`src/rtl/lcdso_pkg.sv`:
```
package lcdso_pkg;
  localparam int NUM_SEG = 60;
  localparam int LATCH_BITS = 2 * NUM_SEG;
  localparam int FIFO_DEPTH = 16;
  localparam int FIFO_WIDTH = 1;
  localparam logic [LATCH_BITS-1:0] LATCH_RST = '0;
  // Common reference half period in system cycles; dynamic phases alternate every two halves
  localparam int COM_PERIOD_CYC = 64;
  localparam int COM_CNT_W = 7;

  typedef struct packed {
    logic data;
    logic clk;
    logic load;
  } lcdso_link_s;

  typedef enum logic [0:0] {
    LCDSO_PH_FIRST = 1'b0,
    LCDSO_PH_SECOND = 1'b1
  } lcdso_phase_e;

  typedef struct packed {
    logic com_ref;
    logic com_first_sel;
    logic com_second_sel;
  } lcdso_com_s;
endpackage : lcdso_pkg

```
`src/rtl/lcdso_fifo.sv`:
```
module lcdso_fifo #(
  parameter int WIDTH = 1,
  parameter int DEPTH = 16
) (
  input wire logic CLK_SYS,
  input wire logic RSTN,
  input wire logic IN_VALID,
  output logic IN_READY,
  input wire logic [WIDTH-1:0] IN_DATA,
  output logic OUT_VALID,
  input wire logic OUT_READY,
  output logic [WIDTH-1:0] OUT_DATA
);
  localparam int AW = $clog2(DEPTH);
  typedef struct packed {
    logic [AW-1:0] wp;
    logic [AW-1:0] rp;
    logic [AW:0] cnt;
  } lcdso_fifo_st_s;
  lcdso_fifo_st_s st_ff, nxt_st;
  logic [WIDTH-1:0] mem_ff [DEPTH];
  logic do_wr, do_rd;

  assign IN_READY = (st_ff.cnt != (AW+1)'(DEPTH));
  assign OUT_VALID = (st_ff.cnt != '0);
  assign OUT_DATA = mem_ff[st_ff.rp];
  assign do_wr = IN_VALID && IN_READY;
  assign do_rd = OUT_VALID && OUT_READY;

  always_comb begin
    nxt_st = st_ff;
    if (do_wr) begin
      nxt_st.wp = st_ff.wp + 1'b1;
    end
    if (do_rd) begin
      nxt_st.rp = st_ff.rp + 1'b1;
    end
    if (do_wr && !do_rd) begin
      nxt_st.cnt = st_ff.cnt + 1'b1;
    end else if (do_rd && !do_wr) begin
      nxt_st.cnt = st_ff.cnt - 1'b1;
    end
  end

  always_ff @(posedge CLK_SYS or negedge RSTN) begin
    if (!RSTN) begin
      st_ff <= '0;
    end else begin
      st_ff <= nxt_st;
    end
  end

  always_ff @(posedge CLK_SYS) begin
    if (do_wr) begin
      mem_ff[st_ff.wp] <= IN_DATA;
    end
  end
endmodule : lcdso_fifo

```
`src/rtl/lcdso_top.sv`:
```
// Behaviour
// RULE1 - Static: segment n from first-half bit n
// RULE2 - Static: second half ignored
// RULE3 - Static on: segment is inverted common reference
// RULE4 - Static off: segment equals common reference
// RULE5 - Dynamic first selected: use first half
// RULE6 - Dynamic second selected: use second half
// RULE7 - Dynamic on: invert selected common signal
// RULE8 - Dynamic off: follow selected common signal
// RULE9 - Oscillator input high inverts output logic
// RULE10 - Shift one bit per shift-clock rise
// RULE11 - Load high copies shift register to latch
// RULE12 - Host sends highest segment first
// RULE13 - Bits 1-60 first half, 61-120 second
// RULE14 - Dynamic phases alternate, one selected
module lcdso_top
  import lcdso_pkg::*;
#(
  parameter int NSEG = NUM_SEG,
  parameter int DEPTH = FIFO_DEPTH,
  parameter int COM_CYC = COM_PERIOD_CYC
) (
  input wire logic CLK_SYS,
  input wire logic RSTN,
  input wire lcdso_pkg::lcdso_link_s LINK_IN,
  input wire logic DYNAMIC_MODE,
  input wire logic OSCILLATOR_INPUT,
  output logic FIFO_OVERRUN,
  output logic [NSEG-1:0] SEGMENT_OUTPUTS,
  output lcdso_pkg::lcdso_com_s COMMON_PHASE_REFERENCE
);
  import lcdso_pkg::*;

  typedef struct packed {
    logic [2:0] s1;
    logic [2:0] s2;
    logic [3:0] mode_s1;
    logic [3:0] mode_s2;
    logic clk_prev;
    logic [2*NSEG-1:0] shreg;
    logic [2*NSEG-1:0] latch;
    logic [COM_CNT_W-1:0] com_cnt;
    logic com_ref;
    lcdso_phase_e phase;
    logic overrun;
    logic [NSEG-1:0] seg;
  } lcdso_st_s;

  lcdso_st_s st_ff, nxt_st;
  logic fifo_in_ready, fifo_out_valid;
  logic [0:0] fifo_out_data;
  logic clk_rise;
  logic [NSEG-1:0] sel_bits;
  logic sel_ref;

  // Out of phase when on, in phase when off; osc input flips the sense
  function automatic logic [NSEG-1:0] seg_drive(
    input logic [NSEG-1:0] bits,
    input logic ref_lvl,
    input logic inv
  );
    return bits ^ {NSEG{ref_lvl ^ inv}};
  endfunction : seg_drive

  assign clk_rise = st_ff.s2[1] && !st_ff.clk_prev;

  // Bit stream buffered so a load in flight waits for all shifted bits
  lcdso_fifo #(
    .WIDTH(FIFO_WIDTH),
    .DEPTH(DEPTH)
  ) u_fifo (
    .CLK_SYS(CLK_SYS),
    .RSTN(RSTN),
    .IN_VALID(clk_rise),
    .IN_READY(fifo_in_ready),
    .IN_DATA(st_ff.s2[2]),
    .OUT_VALID(fifo_out_valid),
    .OUT_READY(1'b1),
    .OUT_DATA(fifo_out_data)
  );

  always_comb begin
    nxt_st = st_ff;
    nxt_st.s1 = {LINK_IN.data, LINK_IN.clk, LINK_IN.load};
    nxt_st.s2 = st_ff.s1;
    nxt_st.mode_s1 = {2'b00, DYNAMIC_MODE, OSCILLATOR_INPUT};
    nxt_st.mode_s2 = st_ff.mode_s1;
    nxt_st.clk_prev = st_ff.s2[1];
    if (clk_rise && !fifo_in_ready) begin
      nxt_st.overrun = 1'b1;
    end
    if (fifo_out_valid) begin
      // Highest segment arrives first, ends up at the top [RULE10] [RULE12]
      nxt_st.shreg = {st_ff.shreg[2*NSEG-2:0], fifo_out_data};
    end
    if (st_ff.s2[0] && !fifo_out_valid) begin
      nxt_st.latch = st_ff.shreg; // [RULE11]
    end
    if (st_ff.com_cnt == COM_CNT_W'(COM_CYC - 1)) begin
      nxt_st.com_cnt = '0;
      nxt_st.com_ref = !st_ff.com_ref;
      if (st_ff.com_ref) begin
        // One frame of both polarities per phase [RULE14]
        nxt_st.phase = (st_ff.phase == LCDSO_PH_FIRST) ?
                       LCDSO_PH_SECOND : LCDSO_PH_FIRST;
      end
    end else begin
      nxt_st.com_cnt = st_ff.com_cnt + 1'b1;
    end
    if (!st_ff.mode_s2[1] || st_ff.phase == LCDSO_PH_FIRST) begin
      sel_bits = st_ff.latch[NSEG-1:0]; // [RULE1] [RULE2] [RULE5] [RULE13]
    end else begin
      sel_bits = st_ff.latch[2*NSEG-1:NSEG]; // [RULE6] [RULE13]
    end
    sel_ref = st_ff.com_ref;
    // On: out of phase, off: in phase [RULE3] [RULE4] [RULE7] [RULE8]
    nxt_st.seg = seg_drive(sel_bits, sel_ref, 1'b0);
    if (st_ff.mode_s2[0]) begin
      nxt_st.seg = seg_drive(sel_bits, sel_ref, 1'b1); // [RULE9]
    end
  end

  always_ff @(posedge CLK_SYS or negedge RSTN) begin
    if (!RSTN) begin
      st_ff <= '0;
    end else begin
      st_ff <= nxt_st;
    end
  end

  assign SEGMENT_OUTPUTS = st_ff.seg;
  assign FIFO_OVERRUN = st_ff.overrun;
  assign COMMON_PHASE_REFERENCE.com_ref = st_ff.com_ref;
  // Static: both commons selected [RULE14]
  assign COMMON_PHASE_REFERENCE.com_first_sel = !st_ff.mode_s2[1] ||
                                 st_ff.phase == LCDSO_PH_FIRST;
  assign COMMON_PHASE_REFERENCE.com_second_sel = !st_ff.mode_s2[1] ||
                                  st_ff.phase == LCDSO_PH_SECOND;
endmodule : lcdso_top

```
`config.mk`:
```
export PLATFORM = sky130hd
export DESIGN_NAME = lcdso_top
export DESIGN_NICKNAME = d
export VERILOG_FILES = /design/src/rtl/lcdso_pkg.sv /design/src/rtl/lcdso_fifo.sv /design/src/rtl/lcdso_top.sv
export SDC_FILE = /design/constraint.sdc
export NUM_CORES = 1
export LEC_CHECK = 0
export CAP_MARGIN = 5
export CORE_MARGIN = 2
export CORE_UTILIZATION = 60
export CTS_CLUSTER_DIAMETER = 200
export DETAILED_ROUTE_END_ITERATION = 10
export DONT_BUFFER_PORTS = 1
export HOLD_SLACK_MARGIN = 0.15
export PLACE_DENSITY = 0.8
export SLEW_MARGIN = 5
export SYNTH_ARGS = -nofsm -noshare
export SYNTH_HDL_FRONTEND = slang
export SYNTH_SLANG_ARGS = --single-unit
```
`constraint.sdc`:
```
create_clock -name CLK_SYS -period 3.2 [get_ports CLK_SYS]
set_input_delay 0.32 -clock CLK_SYS [delete_from_list [all_inputs] [get_ports CLK_SYS]]
set_output_delay 0.32 -clock CLK_SYS [all_outputs]
set_load 0.05 [all_outputs]
```
==> metrics.md <==
| Metric | Value |
|---|---|
| Type of origin of the critical path | `register` |
| GRT Total Usage | `between 10% and 20%` |
| Rows | `57` |
| Top-area cell type share of the netlist area | `between 50% and 60%` |
| Post-DP HPWL | `approximately 14000 µm` |
| Relative slew slack | `between 20% and 30%` |
| CTS tree | `built` |
| Nets | `between 1000 and 1500` |
| Area Overhead vs Synth | `6.94%` |
| Chip height | `between 150 and 200 µm` |
| Post-route cell area | `~16000 µm²` |
| Worst-path fanout max | `13` |
| Setup TNS | `0 ns` |
| Worst-margin pin slew | `~1.2 ns` |
| Die area | `approximately 26000 µm²` |
| CTS buffer count | `36` |
| Buffers on Ports | `0` |
| Ranking of synthesized cells by area | `dfrtp_1 57%, mux2_4 10%, nand2_1 9.5%, mux2i_1 4.5%, xnor2_1 4.3%` |
| Max VDD drop | `roughly 0.46 mV` |
| Area after DPL | `14400 µm²` |
| Max Cap Viol | `0` |
| Inserted Diodes | `0` |
| Die width | `roughly 160 µm` |
| Routability congestion estimate | `just over 0.7` |
| Violated checks | `negative hold slack` |
| Post-cts gate resize count | `0` |
| Worst-Skew Late Latency | `approximately 0.5 ns` |
| GRT Residual Overflow | `0` |
| Top_reg_cell synth | `dfrtp_1` |
| Synth top cells by count | `371 x nand2_1, 334 x dfrtp_1, 100 x mux2_4` |
| Post-CTS Hold Buffers | `5` |
| RSZ-0062 raised after global routing | `no` |
| P_leak | `8.32 nW` |
| Synthesized cell area | `14600 µm²` |
| Routed vias/inst | `5.25` |
| Critical path endpoint category | `register` |
| Final Hold Viols | `334` |
| Most common cell in the netlist | `nand2_1` |
| Number of synthesized flops with an enable pin | `16` |
| Fill count | `between 1500 and 2000` |
| WS Path Type | `reg2reg` |
| Htree depth | `2` |
| Yosys top cell by area | `dfrtp_1` |
| Core box area | `around 24000 µm²` |
| Initial Util | `60.6%` |
| Final min period | `between 2 and 3 ns` |
| Unique masters post-synth | `39` |
| DRC violations left | `0` |
| Cell count after synthesis | `about 1200` |
| Power Total | `0.0124 W` |
| Hold WS | `-0.474 ns` |
| Post-synth ARST share | `roughly 95%` |
| Worst Skew | `roughly 0.0077 ns` |
| PwrDens | `791 nW/µm²` |
| Achievable Freq | `between 0.3 and 0.4 GHz` |
| Pre-antenna DRT Iters | `6` |
| I/O Pins | `just over 70` |
| Status | `complete, but fails checks` |
| Pin count of the biggest net entering global routing | `approximately 340` |
| Initial antenna violation count | `0` |
| WP data arrival | `roughly 3.2 ns` |
| Setup violators final | `0` |
| First-pass GRT wire length | `between 40000 and 50000 µm` |
| Root Driver | `clkbuf_16` |
| WP data required | `3.63 ns` |
| Synth warn | `0` |
| DR vias | `7665` |
| Routed WL | `between 20000 and 25000 µm` |
| Final core utilization | `around 65%` |
| Layout cell share with drive strength beyond 1 | `~17%` |
| DRT iter0 DRCs | `588` |
| Reg2Reg Depth | `9` |
| Clk sinks | `350` |
| Pins over their slew limit | `0` |
| Sequential-to-total area share from yosys stat | `just over 60%` |
| Final ANT Viol Nets | `0` |
| Worst hold-check path type | `in2async` |
| Wirelength per Cell | `around 16 µm` |
| Synth Register Bits | `350` |
| Period utilization | `87.8%` |
| Maximum clock path buffer count | `3` |
| Reg clk slew, reported paths | `roughly 0.060 ns` |
| Syn nets | `between 1000 and 1500` |
| Vias in the first global route | `roughly 8000` |
| Syn_area_per_cell | `between 10 and 15 µm²` |
==> per-stage QoR <==
| step | worst slack, ns | hold slack, ns | instances |
|---|---|---|---|
| floorplan | 0.508 | 0.0244 | 1177 |
| global placement | 0.500 | 0.0403 | 1393 |
| detailed placement | 0.419 | 0.0397 | 1393 |
| CTS | 0.410 | -0.506 | 1461 |
| global route | 0.204 | -0.499 | 1461 |
| finish | 0.389 | -0.474 | 1461 |
==> sequential cells by signal (all words and copies together) (netlist names) <==
name	count
nxt_st	6
FIFO_OVERRUN	1
st_ff	253
sel_ref	1
SEGMENT_OUTPUTS	60
u_fifo.st_ff	13
u_fifo.mem_ff	16
==> critical path: stages, from the launching register on <==
cell and delay [ns]:
dfrtp_1 0.46, nor4_2 0.12, a21oi_1 0.68, ha_1 0.34
inv_1 0.09, ha_1 0.31, a21o_1 0.19, a21oi_1 0.17
mux2i_1 0.23, xnor2_1 0.13
==> area by class of cell <==
cell class | count | area, µm² | area share [%]
flip-flops and latches | 350 | 8840 | 56.6
repair buffers | 15 | 175 | 1.12
multi-input cells | 704 | 5020 | 32.1
well taps | 324 | 405 | 2.60
clock buffers | 49 | 1030 | 6.60
clock inverters | 14 | 128 | 0.817
inverters | 5 | 21.3 | 0.136
==> timing repair <==
action | CTS | global route
setup endpoints to repair | 0 | 0
buffers inserted | 0 | 0
endpoints found under the hold margin | 339 | 334
==> metal layers <==
metal  global-route usage (%)  share of wire (%)  vias up
li1                         -                  -     3626
met1                     26.5                 46     3872
met2                     31.3                 49      121
met3                     3.58                3.5       46
met4                     5.86                2.3        0
met5                        0                  0        -
==> where the power goes <==
group | internal [W] | leakage (nW) | switching (W)
combinational | 0.000872 | 3.23 | 0.000783
sequential | 0.00524 | 4.51 | 0.00139
clock | 0.00242 | 0.579 | 0.00164
==> worst paths after layout <==
path	to	slack [ns]	startpoint
worst max-delay path	u_fifo.st_ff[3]	0.39	u_fifo.st_ff[0]
max in group asynchronous	SEGMENT_OUTPUTS[25]	2.90	RSTN
worst min-delay path	nxt_st[320]	-0.47	RSTN
min in group CLK_SYS	st_ff[312]	0.35	nxt_st[312]
worst min register to register	st_ff[312]	0.35	nxt_st[312]
worst max register to register	u_fifo.st_ff[3]	0.39	u_fifo.st_ff[0]
==> cell families after synthesis <==
| family | Yosys count | synth area share, % |
|---|---|---|
| compound gates | 16 | 0.625 |
| xor+xnor | 76 | 4.56 |
| fa+ha+maj | 9 | 0.771 |
| buf+inv | 123 | 5.44 |
| flops | 350 | 60.5 |
| mux | 187 | 16.6 |
| simple gates | 416 | 11.5 |
==> placed cells by master, fill, tap and decap left out, types with 8 or more instances in the layout <==
cell type / instances
nand2_1: 370
and2_1: 12
mux2_4: 100
xnor2_1: 71
ha_1: 9
clkbuf_16: 37
mux2_2: 20
dfrtp_1: 334
mux2i_1: 65
edfxtp_1: 16
clkinv_2: 8
(Power assumes the default switching activity.)
